File: src/gpio_port_pkg.sv
// constants, register map and types shared by the eight-bit port logic
`default_nettype none

package gpio_port_pkg;

  // ----------------------------------------------------------------
  // widths
  // ----------------------------------------------------------------
  localparam int unsigned ADDR_W = 16;
  localparam int unsigned DATA_W = 32;
  localparam int unsigned PIN_W  = 8;

  // ----------------------------------------------------------------
  // register byte addresses
  // ----------------------------------------------------------------
  localparam logic [15:0] FUNC_OFS = 16'hffc8;
  localparam logic [15:0] DATA_OFS = 16'hffd4;
  localparam logic [15:0] PULL_OFS = 16'hffe0;
  localparam logic [15:0] DIR_OFS  = 16'hffe4;

  // ----------------------------------------------------------------
  // reset values and fixed fields
  // ----------------------------------------------------------------
  localparam logic [7:0] DATA_RST_FULL    = 8'h00;
  localparam logic [7:0] DATA_RST_REDUCED = 8'h58;
  localparam logic [7:0] DIR_RST          = 8'h00;
  localparam logic [7:0] PULL_RST         = 8'h00;
  localparam logic [7:0] FUNC_RST         = 8'h00;
  localparam logic [7:0] DIR_READ_VAL     = 8'hff;
  localparam logic [7:0] ABSENT_PINS      = 8'h58;
  localparam logic [7:0] FUNC_RSVD        = 8'h08;

  // ----------------------------------------------------------------
  // types
  // ----------------------------------------------------------------
  typedef enum logic [0:0] {
    ph_idle = 1'b0,
    ph_ack  = 1'b1
  } bus_phase_t;

  typedef enum logic [2:0] {
    sel_none = 3'b000,
    sel_func = 3'b001,
    sel_data = 3'b010,
    sel_pull = 3'b011,
    sel_dir  = 3'b100
  } reg_sel_t;

  // ----------------------------------------------------------------
  // decoders
  // ----------------------------------------------------------------
  function automatic logic [7:0] present_mask(input logic reduced);
    return reduced ? ~ABSENT_PINS : 8'hff;
  endfunction

  function automatic logic [7:0] data_rst(input logic reduced);
    return reduced ? DATA_RST_REDUCED : DATA_RST_FULL;
  endfunction

  function automatic reg_sel_t decode_addr(input logic [15:0] addr);
    case (addr)
      FUNC_OFS: return sel_func;
      DATA_OFS: return sel_data;
      PULL_OFS: return sel_pull;
      DIR_OFS:  return sel_dir;
      default:  return sel_none;
    endcase
  endfunction

endpackage

`default_nettype wire

File: src/gpio_port_one.sv
// eight-bit general-purpose port with apb register access
// ----------------------------------------------------------------
// What this block does
// - direction bit 1 makes the pin an output, 0 an input.
// - data read on an output pin returns the stored bit.
// - data read on an input pin returns the sampled pin level.
// - direction register is write-only and reads as all ones.
// - direction and data steer the pin only while it is general i/o; direction picks data read-back in both modes.
// - data resets to 00 full, 58 reduced variant.
// - direction resets to 00, all pins inputs.
// - data register at ffd4, read/write, reset 00 full, 58 reduced variant.
// - write-only direction register at ffe4.
// - pull-up control register at ffe0, read/write, reset 00.
// - pin-function register at ffc8, read/write, reset 00.
// - data register is eight bits, one per pin.
// - reduced variant has no pins 6, 4 and 3.
// - pull-up bit enables the pull-up while the pin is a general i/o input.
// - function bit 0 selects general i/o, 1 the alternate function.
// ----------------------------------------------------------------
//
// Implementation choice: the APB slave port.
`timescale 1ns/1ps
`default_nettype none

module gpio_port_one #(
  parameter bit REDUCED = 1'b0
) (
  // clock and reset
  input  wire logic        clk_sys,
  input  wire logic        rst_b,
  // apb slave
  input  wire logic        psel,
  input  wire logic        penable,
  input  wire logic        pwrite,
  input  wire logic [15:0] paddr,
  input  wire logic [31:0] pwdata,
  output logic             pready,
  output logic             pslverr,
  output logic [31:0]      prdata,
  // port pins
  input  wire logic [7:0]  bank_one_pin_in,
  output logic [7:0]       bank_one_pin_out,
  output logic [7:0]       bank_one_pin_oe,
  output logic [7:0]       pullup_on,
  // alternate functions
  input  wire logic [7:0]  alt_out,
  input  wire logic [7:0]  alt_oe,
  output logic [7:0]       alt_sel,
  output logic [7:0]       pin_level
);

  // ----------------------------------------------------------------
  // state
  // ----------------------------------------------------------------
  typedef struct packed {
    gpio_port_pkg::bus_phase_t phase;
    logic                      pready;
    logic                      pslverr;
    logic [31:0]               prdata;
    logic [7:0]                pin_data_reg;
    logic [7:0]                pin_direction_reg;
    logic [7:0]                pullup_ctrl_reg;
    logic [7:0]                pin_function_reg;
    logic [7:0]                sample;
    logic [7:0]                pin_out;
    logic [7:0]                pin_oe;
    logic [7:0]                pull_act;
  } state_t;

  localparam logic [7:0] PRESENT = gpio_port_pkg::present_mask(REDUCED);
  localparam logic [7:0] FUNC_WR = PRESENT & ~gpio_port_pkg::FUNC_RSVD;
  localparam logic [7:0] DATA_RV = gpio_port_pkg::data_rst(REDUCED);

  localparam state_t RST_STATE = '{
    phase:             gpio_port_pkg::ph_idle,
    pready:            1'b0,
    pslverr:           1'b0,
    prdata:            32'h0000_0000,
    pin_data_reg:      DATA_RV,
    pin_direction_reg: gpio_port_pkg::DIR_RST,
    pullup_ctrl_reg:   gpio_port_pkg::PULL_RST,
    pin_function_reg:  gpio_port_pkg::FUNC_RST,
    sample:            8'h00,
    pin_out:           8'h00,
    pin_oe:            8'h00,
    pull_act:          8'h00
  };

  state_t s_q;
  state_t s_d;

  logic [7:0]              cell_out;
  logic [7:0]              cell_oe;
  logic [7:0]              cell_pull;
  logic [7:0]              cell_rd;
  logic [7:0]              rd_byte;
  logic                    access;
  gpio_port_pkg::reg_sel_t sel;

  // ----------------------------------------------------------------
  // per-pin steering
  // ----------------------------------------------------------------
  genvar gi;
  generate
    for (gi = 0; gi < 8; gi++) begin : g_pin
      gpio_pin_cell u_cell (
        .present  (PRESENT[gi]),
        .dir      (s_q.pin_direction_reg[gi]),
        .data     (s_q.pin_data_reg[gi]),
        .func     (s_q.pin_function_reg[gi]),
        .pull     (s_q.pullup_ctrl_reg[gi]),
        .sample   (s_q.sample[gi]),
        .alt_out  (alt_out[gi]),
        .alt_oe   (alt_oe[gi]),
        .drive    (cell_out[gi]),
        .drive_en (cell_oe[gi]),
        .pull_en  (cell_pull[gi]),
        .read_bit (cell_rd[gi])
      );
    end
  endgenerate

  // ----------------------------------------------------------------
  // next state
  // ----------------------------------------------------------------
  // one wait state: pready rises on the second access cycle, so read
  // data is taken from a register rather than a long address path
  always_comb begin
    s_d    = s_q;
    access = psel & penable;
    sel    = gpio_port_pkg::decode_addr(paddr);
    case (sel)
      gpio_port_pkg::sel_func: rd_byte = s_q.pin_function_reg;
      gpio_port_pkg::sel_data: rd_byte = cell_rd;
      gpio_port_pkg::sel_pull: rd_byte = s_q.pullup_ctrl_reg;
      gpio_port_pkg::sel_dir:  rd_byte = gpio_port_pkg::DIR_READ_VAL;
      default:                 rd_byte = 8'h00;
    endcase
    s_d.sample  = bank_one_pin_in;
    s_d.pin_out = cell_out;
    s_d.pin_oe  = cell_oe;
    s_d.pull_act = cell_pull;
    case (s_q.phase)
      gpio_port_pkg::ph_idle: begin
        if (access) begin
          s_d.phase   = gpio_port_pkg::ph_ack;
          s_d.pready  = 1'b1;
          s_d.pslverr = (sel == gpio_port_pkg::sel_none);
          s_d.prdata  = pwrite ? 32'h0000_0000 : {24'h00_0000, rd_byte};
        end
      end
      gpio_port_pkg::ph_ack: begin
        s_d.phase   = gpio_port_pkg::ph_idle;
        s_d.pready  = 1'b0;
        s_d.pslverr = 1'b0;
        s_d.prdata  = 32'h0000_0000;
        if (access && pwrite) begin
          case (sel)
            gpio_port_pkg::sel_func: begin
              s_d.pin_function_reg = pwdata[7:0] & FUNC_WR;
            end
            gpio_port_pkg::sel_data: begin
              // absent bits keep their fixed reset ones, whatever is written
              s_d.pin_data_reg = (pwdata[7:0] & PRESENT) | (DATA_RV & ~PRESENT);
            end
            gpio_port_pkg::sel_pull: begin
              s_d.pullup_ctrl_reg = pwdata[7:0] & PRESENT;
            end
            gpio_port_pkg::sel_dir: begin
              s_d.pin_direction_reg = pwdata[7:0] & PRESENT;
            end
            default: begin
              s_d.pin_data_reg = s_q.pin_data_reg;
            end
          endcase
        end
      end
      default: begin
        s_d.phase = gpio_port_pkg::ph_idle;
      end
    endcase
  end

  // ----------------------------------------------------------------
  // registers
  // ----------------------------------------------------------------
  always_ff @(posedge clk_sys or negedge rst_b) begin
    if (!rst_b) begin
      s_q <= RST_STATE;
    end else begin
      s_q <= s_d;
    end
  end

  // ----------------------------------------------------------------
  // outputs
  // ----------------------------------------------------------------
  assign pready           = s_q.pready;
  assign pslverr          = s_q.pslverr;
  assign prdata           = s_q.prdata;
  assign bank_one_pin_out = s_q.pin_out;
  assign bank_one_pin_oe  = s_q.pin_oe;
  assign pullup_on        = s_q.pull_act;
  assign alt_sel          = s_q.pin_function_reg;
  assign pin_level        = s_q.sample;

  // ----------------------------------------------------------------
  // assertions
  // ----------------------------------------------------------------
  logic done_rd;
  logic done_wr;
  assign done_rd = psel & penable & pready & ~pwrite;
  assign done_wr = psel & penable & pready & pwrite;

  AST_DIR_READS_ONES: assert property (
    @(posedge clk_sys) disable iff (!rst_b)
    done_rd && paddr == gpio_port_pkg::DIR_OFS |-> prdata == 32'h0000_00ff
  ) else $error("direction register did not read as all ones");

  AST_READ_OUTPUT_BITS: assert property (
    @(posedge clk_sys) disable iff (!rst_b)
    done_rd && paddr == gpio_port_pkg::DATA_OFS |->
      ((prdata[7:0] ^ s_q.pin_data_reg) & $past(s_q.pin_direction_reg)) == 8'h00
  ) else $error("output pin read did not return stored data");

  AST_READ_INPUT_BITS: assert property (
    @(posedge clk_sys) disable iff (!rst_b)
    done_rd && paddr == gpio_port_pkg::DATA_OFS |->
      ((prdata[7:0] ^ $past(s_q.sample)) & ~$past(s_q.pin_direction_reg)
        & PRESENT) == 8'h00
  ) else $error("input pin read did not return the sampled level");

  AST_DRIVE_GATED: assert property (
    @(posedge clk_sys) disable iff (!rst_b)
    ##1 (bank_one_pin_oe & ~$past(s_q.pin_function_reg)) ==
        ($past(s_q.pin_direction_reg) & ~$past(s_q.pin_function_reg) & PRESENT)
  ) else $error("pin enable does not follow direction in general i/o mode");

  AST_ALT_TAKES_PIN: assert property (
    @(posedge clk_sys) disable iff (!rst_b)
    ##1 ((bank_one_pin_out ^ $past(alt_out)) & $past(s_q.pin_function_reg))
        == 8'h00
  ) else $error("alternate function does not own its pin");

  AST_PULLUP_INPUT_ONLY: assert property (
    @(posedge clk_sys) disable iff (!rst_b)
    ##1 (pullup_on & $past(s_q.pin_direction_reg)) == 8'h00
  ) else $error("pull-up on while pin is an output");

  AST_DATA_WRITE: assert property (
    @(posedge clk_sys) disable iff (!rst_b)
    done_wr && paddr == gpio_port_pkg::DATA_OFS |=>
      (s_q.pin_data_reg & PRESENT) == ($past(pwdata[7:0]) & PRESENT)
  ) else $error("data register write not stored");

  AST_FUNC_WRITE: assert property (
    @(posedge clk_sys) disable iff (!rst_b)
    done_wr && paddr == gpio_port_pkg::FUNC_OFS |=>
      alt_sel == ($past(pwdata[7:0]) & FUNC_WR)
  ) else $error("function register write not seen on alternate select");

  AST_DIR_WRITE: assert property (
    @(posedge clk_sys) disable iff (!rst_b)
    done_wr && paddr == gpio_port_pkg::DIR_OFS |=>
      s_q.pin_direction_reg == ($past(pwdata[7:0]) & PRESENT)
  ) else $error("direction register write not stored");

  AST_ABSENT_IDLE: assert property (
    @(posedge clk_sys) disable iff (!rst_b)
    (bank_one_pin_oe & ~PRESENT) == 8'h00 &&
      (s_q.pin_data_reg & ~PRESENT) == (DATA_RV & ~PRESENT)
  ) else $error("absent pin driven or its fixed bit changed");

  AST_ONE_WAIT: assert property (
    @(posedge clk_sys) disable iff (!rst_b)
    psel && penable && !pready |=> pready
  ) else $error("apb answer not given after one wait cycle");

endmodule // gpio_port_one

`default_nettype wire

File: src/gpio_pin_cell.sv
// per-pin steering: output drive, enable, pull-up and read-back for one pin
`timescale 1ns/1ps
`default_nettype none

module gpio_pin_cell (
  // configuration
  input  wire logic present,
  input  wire logic dir,
  input  wire logic data,
  input  wire logic func,
  input  wire logic pull,
  // pin and alternate function
  input  wire logic sample,
  input  wire logic alt_out,
  input  wire logic alt_oe,
  // results
  output logic      drive,
  output logic      drive_en,
  output logic      pull_en,
  output logic      read_bit
);

  always_comb begin
    // absent pins never drive and read back their fixed stored value
    if (!present) begin
      drive    = 1'b0;
      drive_en = 1'b0;
      pull_en  = 1'b0;
      read_bit = data;
    end else begin
      drive    = func ? alt_out : data;
      drive_en = func ? alt_oe : dir;
      pull_en  = pull & ~dir & ~func;
      read_bit = dir ? data : sample;
    end
  end

endmodule // gpio_pin_cell

`default_nettype wire

File: config.mk
export PLATFORM = sky130hd
export DESIGN_NAME = gpio_port_one
export DESIGN_NICKNAME = d
export VERILOG_FILES = /design/src/gpio_port_pkg.sv /design/src/gpio_port_one.sv /design/src/gpio_pin_cell.sv
export SDC_FILE = /design/constraint.sdc
export NUM_CORES = 1
export LEC_CHECK = 0
export ABC_AREA = 1
export BUFFER_PORTS_ARGS = -buffer_cell sky130_fd_sc_hd__buf_4
export CORE_ASPECT_RATIO = 0.5
export CORE_UTILIZATION = 52
export CTS_CLUSTER_SIZE = 28
export DETAILED_ROUTE_END_ITERATION = 7
export PLACE_DENSITY = 0.85
export SETUP_SLACK_MARGIN = 0.15
export SLEW_MARGIN = 30
export SYNTH_ARGS = -nofsm -noshare
export SYNTH_HDL_FRONTEND = slang
export SYNTH_SLANG_ARGS = --single-unit
File: constraint.sdc
create_clock -name clk_sys -period 3.03 [get_ports clk_sys]
set_clock_uncertainty 0.15 [all_clocks]
set_input_delay 0.4545 -clock clk_sys [delete_from_list [all_inputs] [get_ports clk_sys]]
set_output_delay 0.4545 -clock clk_sys [all_outputs]
set_load 0.02 [all_outputs]
==> results of run 1 <==
critical path: cells and delay by family:
| family | cells | cell delay, ns |
|---|---|---|
| buf+inv | 3 | 0.26 |
| simple gates | 9 | 1.35 |
cells by family after synthesis:
logic type      after synthesis
flops                        74
other cells                   1
buf+inv                     114
compound gates               46
simple gates                196
cell usage in the layout (no fill, tap or decap), drive strengths merged:
cell type,Yosys,routed
nand4,16,16
nor2,22,22
clkinv,0,3
buf,78,99
nor3,2,2
clkbuf,0,11
nand2,138,138
o21ai,39,39
bufinv,0,1
conb,1,25
a21oi,7,7
nor3b,8,8
dfrtp,74,74
clkinvlp,0,1
nand3,10,10
inv,36,36
per-stage QoR:
stage,cell area (um2),worst slack [ns],instances,total power (uW)
2_1_floorplan,3780,1.36,455,1170
3_3_place_gp,4070,0.892,568,1230
3_5_place_dp,4070,0.798,568,1230
4_1_cts,4370,1.08,584,2290
5_1_grt,4370,0.882,584,2360
6_report,4370,1.06,584,2270
layout make-up:
cell class              count  area [um2]
clock buffers              11         253
fillers                   564        2400
inverters                  36         135
flip-flops and latches     74        1850
repair buffers             99         747
multi-input cells         267        1220
well taps                  92         115
clock inverters             5        52.6
per-layer routing:
layer | wire length [um] | share of wire | vias up | track usage
li1 | - | - | 1376 | -
met1 | 3150 | 0.43 | 1302 | 0.261
met3 | 515 | 0.070 | 10 | 0.0593
met5 | 0 | 0 | - | 0
met4 | 68 | 0.0093 | 0 | 0.0617
met2 | 3600 | 0.49 | 106 | 0.362
sequential cells by signal (all words and copies together) (netlist names):
name,flops
bank_one_pin_oe,8
bank_one_pin_out,8
pready,1
pullup_on,8
prdata,8
pslverr,1
alt_sel,7
s_q,25
pin_level,8
power breakdown:
group	switching [uW]	internal [uW]
registers	8.28	1010
clock network	381	677
logic	118	77.6
total	507	1760
worst paths after layout:
check / startpoint / slack [ns] / to / depth (start not counted)
setup / recovery: paddr[1] / 1.06 / prdata[5] / 12
hold / removal: rst_b / -0.03 / prdata[3] / 1
setup reg to reg: s_q[98] / 1.22 / alt_sel[2] / 4
hold reg to reg: s_q[59] / 0.25 / bank_one_pin_out[3] / 0
max in group asynchronous: rst_b / 2.28 / bank_one_pin_out[6] / 1
min in group clk_sys: bank_one_pin_in[4] / 0.08 / pin_level[4] / 1
==> results list, run 1 <==
- Die outline area: 0.00747 mm2
- Post-synth top area share: 0.501
- For this block, the routed nets add up to 7340 um of wire.
* Kind of end point of the critical path: register
* Hold buffer count at cts: 0
- DRC Markers: 0
- Minimum hold slack: -0.0270 ns
* Final cell utilization of the core: 0.645
- Yosys warning total: 0
- The tree built by TritonCTS fans out to 74 sinks.
* CP cell instances: buf_4 -> inv_1 -> nand2_1 -> nor2_1 -> nand2_1 -> nand2_1 -> nand2_1 -> nand3_1 -> nand2_1 -> inv_2 -> nand2_1 -> nand2_1
* Violated checks: negative hold slack
* Post-synth top area cell: sky130_fd_sc_hd__dfrtp_1
- Antenna cell count: 0
- Clock transition at the register clock pins on the worst setup and hold paths after CTS: 0.06 ns
- Worst slew margin relative to its limit: 0.519
- Total congestion overflow after global routing: 0
- For this run, the register share of the synthesized area comes to 0.501.
- Share of flip-flops with an asynchronous set or reset after synthesis: 1.00
- Synthesis produced a netlist whose cell count is 431.
- Site row count: 21
* Xor and xnor fraction of the mapped netlist area: 0
* Nets: 564
* Data required time of the worst path: 3.14 ns
- In this run the count of I/O pins placed on the die edge is 151.
- After clock tree synthesis, the repair step resized 0 gates.
- Yosys attributes the largest share of cell area to sky130_fd_sc_hd__dfrtp_1, sky130_fd_sc_hd__buf_4, sky130_fd_sc_hd__nand2_1.
- The path class of the tightest hold or removal check is in -> async.
- Max Transition Viols Final: 0
- The count of buffers added on input and output ports is 99.
- The wire-length estimate of the detail-placed layout is 5280 um.
* Setup_tns: 0 ns
- Entering global routing, the biggest net connects 75 pins.
- Setup repair after global routing left no endpoint under its margin.
* Most common cell in the netlist: sky130_fd_sc_hd__nand2_1
- Latest clock arrival within the worst-skew pair: 0.32 ns
- The critical path in this run is classified as in -> reg.
- Cell with the largest stage delay on the worst path: sky130_fd_sc_hd__nand2_1
* Number of hold violations in the final report: 12
* Wire per inst: 12.6 um
- The largest single stage delay on the critical path is 0.40 ns.
* Number of synthesized flops with an enable pin: 0
- The number of different library cells used by synthesis comes to 20.
* Status: finished, violations left
- After synthesis, the share of cell area in mux cells is 0.
* Area share of fa/ha/maj cells after synthesis: 0
* Synth-to-Final Area Change: 18.4%
- Number of antenna-violating nets in the routed design: 0
* Y dimension of the die: 61.6 um
* Antenna violations before repair: 0
* Aggregate global-route resource usage: 0.208
- Vias in the first global route: 2,560
* H-tree depth reported by CTS: 3
- For the pin with the worst max-slew slack, the measured transition is 0.720 ns.
- The first detailed-routing pass took 5 iterations.
* Crit share post-route: 0.651
- Averaged over all synthesized cells, the footprint is 8.57 um2.
- Highest Clock Rate: 507 MHz
* Minimum period implied by the final worst setup slack: 1.97 ns
- Most used standard cells in the synthesized netlist: sky130_fd_sc_hd__nand2_1, sky130_fd_sc_hd__buf_4, sky130_fd_sc_hd__dfrtp_1
- The first global-routing pass estimated 11,600 um of wire.
- Number of synthesized register bits: 74
- After the first detailed-routing iteration, the DRC count stood at 122.
- Routability-driven placement congestion ratio: 0.788
- The share of the synthesized area in compound gates (AO/OA/AOI/OAI) came to 0.0704.
- Using the TritonRoute via totals, the vias-per-cell ratio works out to 4.78.
- Initial cell density of the core: 0.545
- Static leakage power: 0.00235 uW
* Cell Area, Synth: 0.00369 mm2
* Post-synth top flop: sky130_fd_sc_hd__dfrtp_1
- In the final layout, the share of cells above drive strength 1 is 0.268.
* Share of synthesized cell area in and, or, nand and nor gates: 0.234
- Setup-violating endpoint count in the final report: 0
- Maximum fanout encountered on the critical timing path: 15
* Endpoint arrival time on the critical path: 2.08 ns
- Number of buffers created by CTS: 9
- Total via count after detailed routing: 2,794
- Max-cap viol count: 0
* Die Wd: 121 um
- Post-CTS setup buffer count: 0
* Core area: 0.00678 mm2
- Most frequent cell on the critical path: sky130_fd_sc_hd__nand2_1
- Root Driver: sky130_fd_sc_hd__clkbuf_16
* Largest family of logic cells by synthesized area: simple AND/OR/NAND/NOR gates
- Type of origin of the critical path: primary input
- Dividing total power by cell area gives a power density of 519 mW/mm2.
- Maximum vdd ir drop: 0.279 mV
- Maximum clock insertion buffer count: 2
* TritonCTS clock tree: built
Power figures use the tool's default switching activity.
==> run 2: changes to the inputs <==
ABC_AREA = 0   (was 1)
CORE_UTILIZATION = 48   (was 52)
PLACE_DENSITY = 0.8   (was 0.85)
clock period = 1.9 ns   (was 3.03 ns; I/O delays follow)
==> run 2 against run 1 <==
Sequential share of layout area fell by 2.6 points. Largest cell class unchanged. Synthesized area fell by 3.9%. Critical endpoint is now s_q[43]. The flow now finishes without violations. Setup slack got worse by 0.93 ns. Critical path type unchanged. Global-route usage rose by 1.5 points. Core utilization rose by 3.0 points. Highest routed layer unchanged.
==> results list, run 2 <==
- The min-delay analysis places its worst path in the category in -> reg.
* Hold Path Stages: 2
- Number of synthesized register bits: 74 (unchanged)
* Synth-to-Final Area Change: 31.4%
* Crit share post-route: 0.932
- The largest driver fanout on the critical path was 4 (-11).
* Core area: 0.00691 mm2 (+1.9%)
* Area contributors post-synth: sky130_fd_sc_hd__dfrtp_1, sky130_fd_sc_hd__buf_4, sky130_fd_sc_hd__mux2_2
- The layout cell share with drive strength beyond 1 came to 0.508 (+0.239).
- sky130_fd_sc_hd__dfrtp_1 takes more of the synthesized area than any other cell.
* Most used standard cells in the synthesized netlist: sky130_fd_sc_hd__dfrtp_1, sky130_fd_sc_hd__buf_4, sky130_fd_sc_hd__mux2_2
- Most common cell in the netlist: sky130_fd_sc_hd__dfrtp_1
* Setup-violating endpoint count in the final report: 0 (unchanged)
- The overall power consumption is 3700 uW (+63%).
- Comb pwr share: 0.082 (-0.004)
- Status: finished clean
- Site row count: 21 (unchanged)
* H-tree depth reported by CTS: 3 (unchanged)
- The clock slew seen by the registers of the worst setup and hold paths is 0.06 ns (about the same).
- The share of flip-flops with an asynchronous set or reset is 1.00 (unchanged).
- The count of distinct cell types in the synthesized netlist came to 33 (+65%).
* Share of total power consumed by net switching: 0.213 (-0.0101)
- Wire per inst: 17.2 um (+37%)
* DP Cell Count: 451 (-21%)
- Power density normalized to cell area: 793 mW/mm2 (+53%)
- Total wire length after detailed routing: 8270 um (+13%)
- Half-perimeter wire length of the detailed placement result: 5350 um (+1.4%)
- Top Ports: 151 (unchanged)
- Port Buffer Count: 99 (unchanged)
- The antenna diode instance count is 0 (unchanged).
- The proportion of power drawn by flip-flops and latches was 0.434 (-0.014).
- Latest clock arrival within the worst-skew pair: 0.32 ns (about the same)
* Initial detailed-routing violation count: 171 (+40%)
* Root Driver: sky130_fd_sc_hd__clkbuf_16
- The post-synthesis instance area came to 0.00355 mm2 (-3.9%).
- The share of power burned in the clock network came to 0.484 (+0.018).
- The worst-case clock buffer depth was 2 (unchanged).
- The top-area cell type share of the netlist area is 0.522 (+0.0205).
- Number of hold violations in the final report: 0 (-12)
- The number of search-and-repair iterations in the first detailed-routing pass is 4 (-1).
- Worst r2r path cells: 6 (+2)
- The count of max-cap constraint violations came to 0 (unchanged).
- The average size of a mapped cell came to 12.4 um2 (+44%).
- Register ranked first by flip-flop count: s_q
* Maximum vdd ir drop: 0.530 mV (+90%)
- Initial cell density of the core: 0.514 (-0.0314)
- Type of origin of the critical path: primary input
* Total via count after detailed routing: 2,468 (-12%)
- For this design, the slowest cell found on the critical path is sky130_fd_sc_hd__or4b_4.
* Die outline area: 0.00776 mm2 (+4.0%)
- The initial antenna violation count came to 0 (unchanged).
- Endpoint arrival time on the critical path: 1.82 ns (-0.26 ns)
- The standby leakage power is 0.00239 uW (+1.8%).
- Pint: 2910 uW (+65%)
* Vias in the first global route: 2,498 (-2.4%)
- The residual overflow from global routing is 0 (unchanged).
* Share of the yosys chip area belonging to registers: 0.522 (+0.0205)
- The minimum setup slack in the final design is 0.130 ns (-0.929 ns).
- Y dimension of the die: 62.8 um (+2.0%)
- Timing would allow up to 565 MHz.
* Commonest non-fill, non-tap cell in the layout: sky130_fd_sc_hd__buf_4
* Number of synthesized flops with an enable pin: 0 (unchanged)
- The total routing resource utilization after global routing is 0.223 (+0.0149).
- The delay of the slowest cell on the worst path was 0.54 ns (+0.14 ns).
- The relative slew slack was 0.623 (+0.104).
* Worst slack at placement: -0.237 ns (-1.03 ns)
* First-pass GRT wire length: 13,000 um (+12%)
- Number of vias per cell after detailed routing: 5.14 (+7.5%)
* Number of antenna-violating nets in the routed design: 0 (unchanged)
* Number of buffers created by CTS: 9 (unchanged)
- The instance area at placement came to 0.00413 mm2 (+1.7%).
- Data required time of the worst path: 1.95 ns (-1.19 ns)
- The global placer's final weighted congestion came to 0.820 (+4.0%).
- Largest net degree at the start of global routing: 42 (-44%)
* Power spent charging and discharging nets: 789 uW (+55%)
- Max Transition Viols Final: 0 (unchanged)
* Startpoint-to-endpoint class of the critical path: in -> reg
- Transition time of the tightest slew-check pin: 0.565 ns (-0.155 ns)
* TritonCTS clock tree: built
- For this run, the leading register cell type out of synthesis is sky130_fd_sc_hd__dfrtp_1.
* Minimum period implied by the final worst setup slack: 1.77 ns
* Minimum hold slack: 0.0415 ns (+0.0685 ns)
* Kind of end point of the critical path: register
- Most used cells in the layout excluding fill and tap cells: sky130_fd_sc_hd__buf_4, sky130_fd_sc_hd__dfrtp_1, sky130_fd_sc_hd__mux2_2
- Post-route cell area: 0.00466 mm2 (+6.6%)
- Die Wd: 124 um (+2.0%)
- The number of flip-flops in the largest register was 25 (unchanged).
- DRC Markers: 0 (unchanged)
* Syn Inst Count: 287 (-33%)
- Gate family responsible for the most delay along the worst path: simple AND/OR/NAND/NOR gates
- Among the stages of the critical path, the cell type that occurs most often is sky130_fd_sc_hd__buf_6.
* Number of standard cells in the layout, taps in and fillers out: 480 (-18%)
- The clock sink count was 74 (unchanged).
- Filler Cells Inserted: 465 (-18%)
* CP cell instances: buf_6 -> or4b_4 -> nor4_4 -> and4_4 -> buf_6 -> mux2_2
- The number of warnings printed during yosys synthesis came to 0 (unchanged).
* Logic depth of the worst setup path including buffers: 6 (-6)
- Nets: 460 (-18%)
* Sum of buffers and inverters on the critical path: 2 (-1)
- RSZ-0062 raised after global routing: yes
==> run 2: cell count changes in the layout (fill, tap and decap cells not counted), sizes merged, moves of 13 or more <==
cell / before / now
buf: 99 / 128
mux2: 0 / 45
o21ai: 39 / 12
nand2: 138 / 4
inv: 36 / 1
nand4: 16 / 3
==> run 2: cell type report <==
cell class	count	area, um2	area share
clock inverter	5	77.6	0.0166
tap	92	115	0.0247
multi-input combinational	160	1260	0.271
inverter	1	3.75	0.000805
clock buffer	11	243	0.0521
timing repair buffer	137	1110	0.238
sequential	74	1850	0.397
==> run 2: per-layer routing <==
layer  wire length [um]  share of wire  global-route usage  up-vias
met1               3220           0.39               0.277     1229
met3                619          0.075              0.0493       19
li1                   -              -                   -     1109
met5                  0              0                   0        -
met4                186          0.023              0.0813        0
met2               4240           0.51               0.380      111
==> run 2: kinds of logic after synthesis <==
kind of cell / synth area share
AOI/OAI and AO/OA: 0.0564
buffers and inverters: 0.160
DFF: 0.522
muxes: 0.165
other: 0.00106
and+or+nand+nor: 0.0955
==> run 2: repair_timing <==
item	in CTS	in global routing
cloned	0	0
setup endpoints to repair	15	37
setup buffers	3	1
hold endpoints to repair	41	0
pin swaps	1	3
hold buffers	9	0
gates resized for setup	8	20
==> run 2: final timing paths <==
path | from | end | slack (ns)
max | paddr[2] | s_q[43] | 0.13
min | alt_out[1] | bank_one_pin_out[1] | 0.04
max reg2reg | s_q[98] | s_q[52] | 0.21
min reg2reg | s_q[59] | bank_one_pin_out[3] | 0.27
max in group asynchronous | rst_b | bank_one_pin_out[6] | 0.72
min in group asynchronous | rst_b | bank_one_pin_oe[7] | 0.31
==> run 2: through the flow <==
stage | util | TNS, ns
after floorplan | - | -1.27
after global placement | 0.598 | -3.58
after detailed placement | 0.598 | -3.69
after CTS | 0.665 | 0
after global routing | 0.675 | 0
final | 0.675 | 0
==> run 2: power by group through the flow <==
stage               Clock, uW  Sequential (uW)  Combinational [uW]
finish                   1790             1600                 304
global route             1890             1600                 332
CTS                      1820             1600                 295
detailed placement          0             1630                 278
global placement            0             1630                 271
floorplan                   0             1630                 145
